File: src/verilog/csmc_pkg.sv
// constants and carrier types for the coincident-select memory controller
// Notes on behaviour
// - a bit is chosen by its row and column lines high; others held low.
// - writing a one means selecting the location and raising the write-one strobe.
// - writing a zero means selecting the location and raising the write-zero strobe.
// - each write raises exactly one strobe, chosen by the data value.
// - sense outputs are open collector, wired-OR, with a pull-up on each node.
// - each strobe lasts at least 100 ns; data settles 35 ns after it falls.
package csmc_pkg;

    ////////////////////////////////////////////////////////////////////////////////
    // matrix geometry
    localparam int ROWS      = 4;
    localparam int COLS      = 4;
    localparam int WORDS     = 16;
    localparam int ADDR_W    = 4;
    localparam int ROW_LSB   = 2;
    localparam int CNT_W     = 8;

    ////////////////////////////////////////////////////////////////////////////////
    // timing, figures in ns and derived cycle counts at MCLK
    localparam int CLK_NS     = 4;
    localparam int STROBE_NS  = 100;
    localparam int SETTLE_NS  = 35;
    localparam int SETUP_NS   = 20;   // address set-up before a strobe
    localparam int ACCESS_NS  = 100;  // select to sense valid, plus margin
    localparam int STROBE_CYC = (STROBE_NS + CLK_NS - 1) / CLK_NS;
    localparam int SETTLE_CYC = (SETTLE_NS + CLK_NS - 1) / CLK_NS;
    localparam int SETUP_CYC  = (SETUP_NS + CLK_NS - 1) / CLK_NS;
    localparam int ACCESS_CYC = (ACCESS_NS + CLK_NS - 1) / CLK_NS;

    ////////////////////////////////////////////////////////////////////////////////
    // controller states
    typedef enum logic [2:0] {
        CSMC_IDLE   = 3'h0,
        CSMC_SETUP  = 3'h1,
        CSMC_STROBE = 3'h2,
        CSMC_SETTLE = 3'h3,
        CSMC_SENSE  = 3'h4
    } csmc_state_t;

    // pins driven toward the memory
    typedef struct packed {
        logic [ROWS-1:0] row;
        logic [COLS-1:0] col;
        logic            wr_one;
        logic            wr_zero;
    } csmc_pins_t;

    // one accepted command
    typedef struct packed {
        logic              write;
        logic [ADDR_W-1:0] addr;
        logic              data;
    } csmc_cmd_t;

    // shadow entry: known flag and last written value
    typedef struct packed {
        logic known;
        logic value;
    } csmc_shadow_t;

endpackage : csmc_pkg

File: src/verilog/csmc_shadow_mem.sv
// shadow copy of the words written, for read-back comparison
`timescale 1ns/1ns
module csmc_shadow_mem (
    input  wire logic                         MCLK,
    input  wire logic                         SRST,
    input  wire logic                         wr_en,
    input  wire logic [csmc_pkg::ADDR_W-1:0]  wr_addr,
    input  wire logic                         wr_value,
    input  wire logic [csmc_pkg::ADDR_W-1:0]  rd_addr,
    output      csmc_pkg::csmc_shadow_t       rd_data
);

    csmc_pkg::csmc_shadow_t mem_q [csmc_pkg::WORDS];
    csmc_pkg::csmc_shadow_t rd_q;

    ////////////////////////////////////////////////////////////////////////////////
    // one entry per word, cleared to unknown at reset
    for (genvar i = 0; i < csmc_pkg::WORDS; i++) begin : g_word
        always_ff @(posedge MCLK) begin
            if (SRST) begin
                mem_q[i] <= '0;
            end else if (wr_en && (wr_addr == csmc_pkg::ADDR_W'(i))) begin
                mem_q[i] <= '{known: 1'b1, value: wr_value};
            end
        end
    end

    // registered read port
    always_ff @(posedge MCLK) begin
        if (SRST) begin
            rd_q <= '0;
        end else begin
            rd_q <= mem_q[rd_addr];
        end
    end

    assign rd_data = rd_q;

endmodule : csmc_shadow_mem

File: src/verilog/csmc_ctrl.sv
// controller that drives the coincident-select 16x1 memory through its pins
`timescale 1ns/1ns
module csmc_ctrl (
    input  wire logic                         MCLK,
    input  wire logic                         SRST,
    input  wire logic                         CMD_VALID,
    input  wire logic                         CMD_WRITE,
    input  wire logic [csmc_pkg::ADDR_W-1:0]  CMD_ADDR,
    input  wire logic                         CMD_DATA,
    output wire logic                         CMD_READY,
    output wire logic                         RSP_VALID,
    output wire logic                         RSP_DATA,
    output wire logic                         RSP_NONE,
    output wire logic                         RSP_MISMATCH,
    output wire logic [csmc_pkg::ROWS-1:0]    ROW_SEL,
    output wire logic [csmc_pkg::COLS-1:0]    COL_SEL,
    output wire logic                         WR_ONE,
    output wire logic                         WR_ZERO,
    input  wire logic                         SENSE_ONE_N,
    input  wire logic                         SENSE_ZERO_N
);

    localparam logic [csmc_pkg::CNT_W-1:0] STROBE_LD = csmc_pkg::CNT_W'(csmc_pkg::STROBE_CYC - 1);
    localparam logic [csmc_pkg::CNT_W-1:0] SETTLE_LD = csmc_pkg::CNT_W'(csmc_pkg::SETTLE_CYC - 1);
    localparam logic [csmc_pkg::CNT_W-1:0] SETUP_LD  = csmc_pkg::CNT_W'(csmc_pkg::SETUP_CYC - 1);
    localparam logic [csmc_pkg::CNT_W-1:0] ACCESS_LD = csmc_pkg::CNT_W'(csmc_pkg::ACCESS_CYC - 1);

    csmc_pkg::csmc_state_t   state_q;
    logic [csmc_pkg::CNT_W-1:0] cnt_q;
    csmc_pkg::csmc_cmd_t     cmd_q;
    csmc_pkg::csmc_pins_t    pins_q;
    csmc_pkg::csmc_shadow_t  shadow;
    logic                    ready_q;
    logic                    rsp_valid_q;
    logic                    rsp_data_q;
    logic                    rsp_none_q;
    logic                    rsp_mis_q;
    logic                    s1_m_q;
    logic                    s1_s_q;
    logic                    s0_m_q;
    logic                    s0_s_q;
    logic                    accept;
    logic                    cnt_done;
    logic                    shadow_we;

    assign accept    = CMD_VALID && ready_q;
    assign cnt_done  = (cnt_q == '0);
    assign shadow_we = (state_q == csmc_pkg::CSMC_STROBE) && cnt_done;

    ////////////////////////////////////////////////////////////////////////////////
    // two-flop synchronisers on the wired-OR sense nodes
    always_ff @(posedge MCLK) begin
        if (SRST) begin
            s1_m_q <= 1'b1;
            s1_s_q <= 1'b1;
            s0_m_q <= 1'b1;
            s0_s_q <= 1'b1;
        end else begin
            s1_m_q <= SENSE_ONE_N;
            s1_s_q <= s1_m_q;
            s0_m_q <= SENSE_ZERO_N;
            s0_s_q <= s0_m_q;
        end
    end

    ////////////////////////////////////////////////////////////////////////////////
    // sequencer: setup, strobe, settle for writes; setup, sense wait for reads
    always_ff @(posedge MCLK) begin
        if (SRST) begin
            state_q <= csmc_pkg::CSMC_IDLE;
            cnt_q   <= '0;
            ready_q <= 1'b0;
        end else begin
            case (state_q)
                csmc_pkg::CSMC_IDLE: begin
                    ready_q <= ~accept;
                    if (accept) begin
                        state_q <= csmc_pkg::CSMC_SETUP;
                        cnt_q   <= SETUP_LD;
                    end
                end
                csmc_pkg::CSMC_SETUP: begin
                    if (!cnt_done) begin
                        cnt_q <= cnt_q - 1'b1;
                    end else if (cmd_q.write) begin
                        state_q <= csmc_pkg::CSMC_STROBE;
                        cnt_q   <= STROBE_LD;
                    end else begin
                        state_q <= csmc_pkg::CSMC_SENSE;
                        cnt_q   <= ACCESS_LD;
                    end
                end
                csmc_pkg::CSMC_STROBE: begin
                    if (!cnt_done) begin
                        cnt_q <= cnt_q - 1'b1;
                    end else begin
                        state_q <= csmc_pkg::CSMC_SETTLE;
                        cnt_q   <= SETTLE_LD;
                    end
                end
                csmc_pkg::CSMC_SETTLE,
                csmc_pkg::CSMC_SENSE: begin
                    if (!cnt_done) begin
                        cnt_q <= cnt_q - 1'b1;
                    end else begin
                        state_q <= csmc_pkg::CSMC_IDLE;
                        ready_q <= 1'b1;
                    end
                end
                default: begin
                    state_q <= csmc_pkg::CSMC_IDLE;
                    ready_q <= 1'b1;
                end
            endcase
        end
    end

    // command capture
    always_ff @(posedge MCLK) begin
        if (SRST) begin
            cmd_q <= '0;
        end else if (accept) begin
            cmd_q <= '{write: CMD_WRITE, addr: CMD_ADDR, data: CMD_DATA};
        end
    end

    ////////////////////////////////////////////////////////////////////////////////
    // pin drive: one row and one column while busy, one strobe per write
    always_ff @(posedge MCLK) begin
        if (SRST) begin
            pins_q <= '0;
        end else begin
            if (state_q == csmc_pkg::CSMC_IDLE && accept) begin
                pins_q.row <= csmc_pkg::ROWS'(1) << CMD_ADDR[csmc_pkg::ADDR_W-1:csmc_pkg::ROW_LSB];
                pins_q.col <= csmc_pkg::COLS'(1) << CMD_ADDR[csmc_pkg::ROW_LSB-1:0];
            end else if ((state_q == csmc_pkg::CSMC_SETTLE || state_q == csmc_pkg::CSMC_SENSE) && cnt_done) begin
                pins_q.row <= '0;
                pins_q.col <= '0;
            end
            if (state_q == csmc_pkg::CSMC_SETUP && cnt_done && cmd_q.write) begin
                pins_q.wr_one  <= cmd_q.data;
                pins_q.wr_zero <= ~cmd_q.data;
            end else if (shadow_we) begin
                pins_q.wr_one  <= 1'b0;
                pins_q.wr_zero <= 1'b0;
            end
        end
    end

    ////////////////////////////////////////////////////////////////////////////////
    // answer: write done after settle, read sampled from the synced sense pair
    always_ff @(posedge MCLK) begin
        if (SRST) begin
            rsp_valid_q <= 1'b0;
            rsp_data_q  <= 1'b0;
            rsp_none_q  <= 1'b0;
            rsp_mis_q   <= 1'b0;
        end else begin
            rsp_valid_q <= 1'b0;
            if (state_q == csmc_pkg::CSMC_SETTLE && cnt_done) begin
                rsp_valid_q <= 1'b1;
                rsp_data_q  <= cmd_q.data;
                rsp_none_q  <= 1'b0;
                rsp_mis_q   <= 1'b0;
            end else if (state_q == csmc_pkg::CSMC_SENSE && cnt_done) begin
                rsp_valid_q <= 1'b1;
                rsp_data_q  <= ~s1_s_q & s0_s_q;   // one-sense low means a stored one
                rsp_none_q  <= s1_s_q & s0_s_q;    // both pulled up: nothing drove
                rsp_mis_q   <= (s1_s_q == s0_s_q) ||
                               (shadow.known && (shadow.value != ~s1_s_q));
            end
        end
    end

    csmc_shadow_mem u_shadow (
        .MCLK     (MCLK),
        .SRST     (SRST),
        .wr_en    (shadow_we),
        .wr_addr  (cmd_q.addr),
        .wr_value (cmd_q.data),
        .rd_addr  (cmd_q.addr),
        .rd_data  (shadow)
    );

    assign CMD_READY    = ready_q;
    assign RSP_VALID    = rsp_valid_q;
    assign RSP_DATA     = rsp_data_q;
    assign RSP_NONE     = rsp_none_q;
    assign RSP_MISMATCH = rsp_mis_q;
    assign ROW_SEL      = pins_q.row;
    assign COL_SEL      = pins_q.col;
    assign WR_ONE       = pins_q.wr_one;
    assign WR_ZERO      = pins_q.wr_zero;

    localparam int STROBE_MIN = csmc_pkg::STROBE_CYC;
    logic [csmc_pkg::CNT_W-1:0] width_q;
    always_ff @(posedge MCLK) begin
        if (SRST) begin
            width_q <= '0;
        end else if (WR_ONE || WR_ZERO) begin
            width_q <= width_q + 1'b1;
        end else begin
            width_q <= '0;
        end
    end
endmodule : csmc_ctrl

File: config.mk
export PLATFORM = sky130hd
export DESIGN_NAME = csmc_ctrl
export DESIGN_NICKNAME = d
export VERILOG_FILES = /design/src/verilog/csmc_pkg.sv /design/src/verilog/csmc_shadow_mem.sv /design/src/verilog/csmc_ctrl.sv
export SDC_FILE = /design/constraint.sdc
export NUM_CORES = 1
export LEC_CHECK = 0
export BUFFER_PORTS_ARGS = -buffer_cell sky130_fd_sc_hd__buf_2
export CAP_MARGIN = 20
export CORE_MARGIN = 8
export CORE_UTILIZATION = 40
export DETAILED_ROUTE_END_ITERATION = 7
export MAX_ROUTING_LAYER = met4
export PLACE_DENSITY = 0.67
export SYNTH_ARGS = -nofsm -noshare
export SYNTH_HDL_FRONTEND = slang
export SYNTH_SLANG_ARGS = --single-unit
File: constraint.sdc
create_clock -name MCLK -period 1.9 [get_ports MCLK]
set_input_delay 0.095 -clock MCLK [delete_from_list [all_inputs] [get_ports MCLK]]
set_output_delay 0.095 -clock MCLK [all_outputs]
set_load 0.01 [all_outputs]
-- Word level (Yosys, flattened, before mapping)
Memories as Yosys holds them, arrays and structs flattened. A register that Yosys moved wholly into a read port is not among the register bits.
Cells that the tools add are included.
- add/subtract/negate cells: 1
- $mul: 0
- divide/modulo/power cells: 0
- order comparisons: 0
- equal/unequal tests: 26
- shifts and indexed selects: 2
- muxes and demuxes: 87
- bitwise operators: 22
- reduce and logical (&&, ||, !) cells: 40
- operator list (operator ; number):
    $mux 1 ; 55
    $mux 8 ; 6
    $mux 2 ; 18
    $eq 4x4->1 const B ; 8
    $pmux 8 s4 ; 1
    $logic_and 1x1->1 ; 25
    $eq 4x3->1 const B ; 4
    $or 1x1->1 ; 16
    $mux 3 ; 5
    $pmux 3 s4 ; 1
    $ne 2x2->1 const B ; 5
    $eq 4x2->1 const B ; 2
    $logic_not 8->1 ; 1
    $shl 1x2->4 const A ; 2
    $sub 8x1->8 const B ; 1
    $eq 3x2->1 const B ; 2
    $reduce_bool 2->1 ; 3
    $reduce_or 2->1 ; 3
    $eq 4x1->1 const B ; 1
    $logic_not 4->1 ; 1
    $not 1->1 ; 4
    $reduce_and 4->1 ; 1
    $reduce_bool 4->1 ; 1
    $eq 3x1->1 const B ; 1
    9 further kinds ; 11
- register bits: 36
- latch bits: 0
- RAM bits: 32
- bits in read-only memories: 0
- input bits: 11
- memories: 1
- memory list (name ; words ; bits a word ; rd ports ; clocked after Yosys merged registers in ; wr ports ; line ; text):
    u_shadow.mem_q ; 16 ; 2 ; 1 ; 1 ; 16 ; csmc_shadow_mem.sv:13 ; csmc_pkg::csmc_shadow_t mem_q [csmc_pkg::WORDS];

-- Longest topological paths before layout
Gate-level depths: netlist of run 1.
- depth after elaboration: 7
- depth in mapped cells: 8

-- By module
Synthesis of run 1 repeated with hierarchy kept, for this count alone.
- cell total of the unflattened synthesis: 347
- area, all modules: 3424.5 µm²
- modules (own cells, without submodules) (module ; times used ; cells each ; area an instance (µm²) ; sequential area each (µm²)):
    csmc_ctrl ; 1 ; 200 ; 1756.7 ; 720.7
    csmc_shadow_mem ; 1 ; 147 ; 1667.8 ; 991.0

-- Worst setup path before layout of run 1
OpenSTA, ideal clock, no wires.
- kind: register -> register
- from: reg cnt_q[0] (netlist bit)
- to: mem u_shadow.mem_q[14][0] (netlist bit), enable pin
- setup time: 316 ps
- arrival time: 1704 ps
- path slack: -120 ps
- cell stages (with the launch flop): 9
- buffers on the path: 1
- period minus slack after synthesis: 2020 ps
- cell sequence: dfxtp_1 -> inv_1 -> ha_1 -> nor3b_2 -> nand2_2 -> nor3_2 -> nand3_1 -> buf_2 -> o21bai_1
- RTL lines (what ; line ; text):
    start, declared ; csmc_ctrl.sv:29 ; logic [csmc_pkg::CNT_W-1:0] cnt_q;
    start signal, assigned ; csmc_ctrl.sv:84 ; cnt_q <= cnt_q - 1'b1;
    start signal, assigned ; csmc_ctrl.sv:95 ; cnt_q <= cnt_q - 1'b1;
    start signal, assigned ; csmc_ctrl.sv:104 ; cnt_q <= cnt_q - 1'b1;
    end, declared ; csmc_shadow_mem.sv:13 ;

==> results of run 1 <==
-- sequential cells by signal, summed over array words and instances (netlist names) --
name	flops
cmd_q	6
RSP_MISMATCH	1
ROW_SEL	4
state_q	3
s0_s_q	1
s1_m_q	1
cnt_q	8
COL_SEL	4
RSP_DATA	1
s0_m_q	1
RSP_VALID	1
WR_ZERO	1
CMD_READY	1
u_shadow.rd_data	2
WR_ONE	1
RSP_NONE	1
u_shadow.mem_q	32
s1_s_q	1
-- tightest hold or removal path, cell delays in order --
cell,delay (ns)
buf_2,0.12
nand2_1,0.05
a21oi_1,0.05
-- cell families after synthesis --
logic type,after synthesis,share of synthesized area
adders and majority gates,4,0.01477
muxes,13,0.07533
AOI/OAI and AO/OA,59,0.1322
xor gates and xnor gates,7,0.01809
and+or+nand+nor,133,0.2075
DFF,70,0.5052
buffers and inverters,36,0.04690
-- cell usage in the layout (no fill, tap or decap), types with 4 or more instances in the layout --
master,n
dlygate4sd3_1,4
nand3_1,8
nand4_1,4
nor3_2,6
nand2_1,23
or2_2,6
buf_6,5
o21bai_4,9
ha_1,4
nand2b_1,7
dfxtp_1,36
xor2_1,4
inv_1,10
a32o_1,8
clkbuf_8,9
nor2_1,36
nor3_1,12
edfxtp_1,31
a21oi_1,15
mux4_2,10
o21bai_2,6
buf_4,32
buf_2,26
nor2b_1,5
-- repair_timing --
item,CTS,global route
hold buffers,4,0
gates cloned,0,1
endpoints found under the setup margin,32,54
endpoints found under the hold margin,4,0
pin swaps,1,6
gates resized for setup,7,55
buffers inserted,0,7
-- worst max path at each step --
| stage | startpoint | to | slack (ns) | cells past startpoint |
|---|---|---|---|---|
| finish | cnt_q[0] | u_shadow.mem_q[5][1] | 0.002 | 9 |
| global route | cnt_q[0] | u_shadow.mem_q[5][1] | -0.11 | 9 |
| CTS | cnt_q[1] | u_shadow.mem_q[9][1] | -0.03 | 8 |
| detailed placement | cnt_q[0] | ROW_SEL[0] | -0.17 | 7 |
| global placement | cnt_q[0] | ROW_SEL[0] | -0.12 | 7 |
| floorplan | cnt_q[0] | u_shadow.mem_q[15][0] | -0.0002 | 8 |
-- through the flow --
step	setup slack (ns)	hold slack, ns	util
2_1_floorplan	-0.0002409	0.1988	-
3_5_place_dp	-0.1714	0.2828	0.4612
4_1_cts	-0.02644	0.01320	0.4951
6_report	0.001897	0.02355	0.5322
3_3_place_gp	-0.1201	0.2822	0.4612
5_1_grt	-0.1133	0.01736	0.5322
-- power groups by stage --
stage	logic, µW	clock network [µW]	registers [µW]
after global placement	1680	0	1870
after floorplan	1150	0	1850
after detailed placement	1700	0	1870
after CTS	1730	1270	1840
final	2110	1240	1850
after global routing	2270	1330	1860
-- final cells by class --
class	count	area, µm²
Inverter	12	45.04
Sequential cell	70	1715
Fill cell	729	3844
Tap cell	105	131.4
Clock buffer	11	152.6
Multi-Input combinational cell	216	1772
Timing Repair Buffer	69	501.7
Clock inverter	5	55.05
-- routing by layer --
layer / GRT usage / vias to the layer above / wire, µm
li1: - / 1274 / -
met1: 0.1556 / 1314 / 3317
met2: 0.2219 / 76 / 4158
met3: 0.03926 / 10 / 354
met4: 0.04757 / 0 / 99
met5: - / - / 0
==> results.cfg, run 1 <==
[status]
status = complete, no violations

[yosys]
ys_top_cells_by_area = edfxtp_1 27%, dfxtp_1 23%, mux4_2 6.6%
synth-warning-count = 0
synth-seq-cells = 70
synthesis.area_um2 = 3388
synth_edf_count = 31
synthCells = 322
synth_top_cells_by_count = 40 x nor2_1, 39 x dfxtp_1, 31 x edfxtp_1
syn-num-nets = 337
ys.flop_type = dfxtp_1
yosysMostFrequentCell = nor2_1
ys_seq_area_frac = 0.5052
syn_area_per_cell_um2 = 10.52
synth_top_cell_area_share = 0.2747
ys_types = 53
synth_top_cell_by_area = edfxtp_1
async_reset_ff_frac = 0

[placement]
place_inst = 460
dp_hpwl_mm = 5.387
gp_congestion = 0.8554
placed_cell_area_um2 = 3790
portBuffers = 25

[critical_path]
crit_path_end_kind = register
crit_type = reg2reg
path_delay_family = simple AND/OR/NAND/NOR gates
start_kind = register
cp_slowest_stage_delay_ns = 0.33
r2r_start = cnt_q[0]
timing.rr.end = u_shadow.mem_q[5][1]
r2r_slack_ns = 0.002
crit_chain = inv_2 > ha_1 > nor3b_4 > nand2_2 > nor3_4 > nand3_1 > buf_6 > buf_4 > nor3_1
cp.buffers_inverters = 3
cp.arrival_ns = 2.08
worstPathRequired_ns = 2.08
slowest_stage = dfxtp_2
reg2reg_depth = 9
cp_max_fo = 9

[sta]
fmax_mhz = 526.8
fin_crit_sh = 0.9990
clock_skew_ns = 0.008211
tns_ns = 0
maxSlewViolCount = 0
rsz0062_at_grt = yes
worstMarginPinSlew_ns = 0.6218
post-route-min-period_ns = 1.898
relSlewSlack = 0.5855
hold_viol_final = 0
setup_viol = 0

[worst_hold_path]
holdPathEnd = cmd_q[4]
hp-class = in2reg
hp-start = CMD_ADDR[3]
holdPathStages = 3

[cells_and_area]
drive_above_1_share = 0.3838
diodes = 0
finalNonFillerCells = 488
fin_nets = 393
design_area_um2 = 4373
syn2layout_area_growth_pct = 29.06

[die]
dieArea_um2 = 11670
die-height_um = 108.0
start_util = 0.4124
die_x_um = 108.0
row_count = 33
core_area_um2 = 8217
io_pins = 26

[power]
switchingPower_uw = 1747
totalPowerFinal_uw = 5194
seq_power_share = 0.355
powerDensity_nw_per_um2 = 1188
p_leak_uw = 0.001599
clkPwrFrac = 0.238
power_frac_comb = 0.407
vdd_drop_max_mv = 0.5323
swShare = 0.3363
power.internal_uw = 3447

[routing]
routed_via_density = 5.480
vias = 2674
firstDrtPassIters = 5
wl_per_cell_um = 16.25
drt_iter0_drc = 146
postRouteAntennaNets = 0
drt_drc_violations_left = 0
routed_wl_mm = 7.929

[run]
cap_violations = 0

[global_routing]
antenna_found_initial = 0
grt.overflow.total = 0
grt_pass1_vias = 2498
gr-usage-all-layers = 0.1359
grt_max_degree = 32
grt_pass1_wl_mm = 12.14

[clocking]
cts.htree.levels = 3
ctsLongestPathBuffers = 2
cts_root_buf = clkbuf_8
clkLatencyLatePin_ns = 0.34
cts_tree = yes
path_clk_slew_ns = 0.07
clock_sinks = 70
cts_made_buffers = 9
No activity file was read; power rests on OpenSTA's default activity.
==> run 2: changes to the inputs <==
--- a/config.mk
+++ b/config.mk
@@ -8,10 +8,10 @@
 export BUFFER_PORTS_ARGS = -buffer_cell sky130_fd_sc_hd__buf_2
 export CAP_MARGIN = 20
 export CORE_MARGIN = 8
-export CORE_UTILIZATION = 40
+export CORE_UTILIZATION = 50
 export DETAILED_ROUTE_END_ITERATION = 7
 export MAX_ROUTING_LAYER = met4
-export PLACE_DENSITY = 0.67
+export PLACE_DENSITY = 0.79
 export SYNTH_ARGS = -nofsm -noshare
 export SYNTH_HDL_FRONTEND = slang
 export SYNTH_SLANG_ARGS = --single-unit
==> results.cfg, run 2 (synthesis gave the netlist of run 1 again) <==
[critical_path]
r2r_slack_ns = -0.02
crit_type = reg2reg
start_kind = register
crit_path_end_kind = register
worstPathRequired_ns = 2.08
cp_max_fo = 6
cp.arrival_ns = 2.11

[clocking]
ctsLongestPathBuffers = 2
path_clk_slew_ns = 0.08
cts_root_buf = clkbuf_8
clock_sinks = 70
clkLatencyLatePin_ns = 0.34
cts_made_buffers = 9
cts.htree.levels = 3
cts_tree = yes

[die]
row_count = 30
die_x_um = 98.32
core_area_um2 = 6681
start_util = 0.5071
dieArea_um2 = 9667
die-height_um = 98.32
io_pins = 26

[routing]
drt_iter0_drc = 171
postRouteAntennaNets = 0
vias = 2610
wl_per_cell_um = 16.46
routed_via_density = 5.724
firstDrtPassIters = 5
routed_wl_mm = 7.506
drt_drc_violations_left = 0

[sta]
fin_crit_sh = 1.011
relSlewSlack = 0.5223
setup_viol = 4
hold_viol_final = 0
setup_ws_ns = -0.02094
worstMarginPinSlew_ns = 0.7107
clock_skew_ns = 0.009005
tns_ns = -0.04778
maxSlewViolCount = 0
fmax_mhz = 520.6
post-route-min-period_ns = 1.921
fin_hold_ws_ns = 0.02548
rsz0062_at_grt = yes

[power]
swShare = 0.3433
power_frac_comb = 0.384
clkPwrFrac = 0.229
vdd_drop_max_mv = 0.5049
switchingPower_uw = 1633
power.internal_uw = 3124
powerDensity_nw_per_um2 = 1135
p_leak_uw = 0.001541
seq_power_share = 0.386

[placement]
placed_cell_area_um2 = 3736
gp_congestion = 0.8703
dp_hpwl_mm = 5.163
portBuffers = 25

[cells_and_area]
fin_nets = 386
final_common_cell = nor2_1
regMostFlops = u_shadow.mem_q
syn2layout_area_growth_pct = 23.67
design_area_um2 = 4190
drive_above_1_share = 0.3351
final_cell_mix = 39 x nor2_1, 37 x dfxtp_1, 31 x edfxtp_1
largestRegisters = u_shadow.mem_q (32), cnt_q (8), cmd_q (6)
diodes = 0
largest_reg_flops = 32

[global_routing]
grt_pass1_vias = 2591
grt_max_degree = 34
grt.overflow.total = 0
gr-usage-all-layers = 0.1616
grt_pass1_wl_mm = 12.31
antenna_found_initial = 0

[run]
cap_violations = 0

[status]
status = finished with violations
violations = negative setup slack

[worst_hold_path]
hp-class = in2reg
## run 2: changes by cell type in the layout (fill, tap and decap cells not counted), sizes merged
cell,before,now
buf,65,57
clkbuf,11,14
bufinv,1,0
clkinv,2,1
clkinvlp,1,2
inv,13,12
## run 2: worst max-delay path, stage by stage, from the launching register on
cell       delay [ns]
dfxtp_2          0.33
inv_2            0.07
ha_4             0.12
nor3b_4          0.22
nand2_2          0.11
nor3_4           0.30
nand3_2          0.14
buf_4            0.17
clkbuf_16        0.14
nor3_1           0.16
## run 2: stage by stage
step	power [µW]	util	setup slack (ns)	std cells
after CTS	4591	0.5931	0.004425	452
after global placement	3453	0.5592	0.06062	432
final	4756	0.6272	-0.02094	456
after floorplan	2999	-	-0.0002409	322
after detailed placement	3498	0.5592	0.0005320	432
after global routing	5005	0.6272	-0.1177	456
## run 2: per-layer routing
metal	GRT usage	routed length [µm]	up-vias
li1	-	-	1263
met2	0.2721	3941	68
met4	0.06021	154	0
met1	0.1737	2974	1262
met5	-	0	-
met3	0.05263	437	17
## run 2: repair_timing
item,4_1_cts,5_1_grt
setup endpoints to repair,4,49
gates resized for setup,2,39
endpoints found under the hold margin,4,0
pin swaps,0,4
hold buffers,4,0
gates cloned,0,1
setup buffers,0,3
## run 2: final cells by class
cell class	instances	area, µm²
Multi-Input combinational cell	216	1690
Clock inverter	3	20.02
Sequential cell	70	1714
Inverter	12	45.04
Tap cell	80	100.1
Timing Repair Buffer	62	461.7
Fill cell	554	2491
Clock buffer	13	158.9
## run 2: power by group through the flow
stage          clock network (µW)  registers (µW)  logic [µW]
3_5_place_dp                    0            1870        1630
6_report                     1090            1840        1830
3_3_place_gp                    0            1860        1590
5_1_grt                      1170            1860        1980
2_1_floorplan                   0            1850        1150
4_1_cts                      1110            1830        1650
## run 2: worst paths after layout
check                            startpoint               endpoint  depth (start not counted)
worst max-delay path               cnt_q[0]  u_shadow.mem_q[15][1]                          9
worst min-delay path            CMD_ADDR[3]               cmd_q[4]                          3
worst max register to register     cnt_q[0]  u_shadow.mem_q[15][1]                          9
worst min register to register       s0_m_q                 s0_s_q                          1
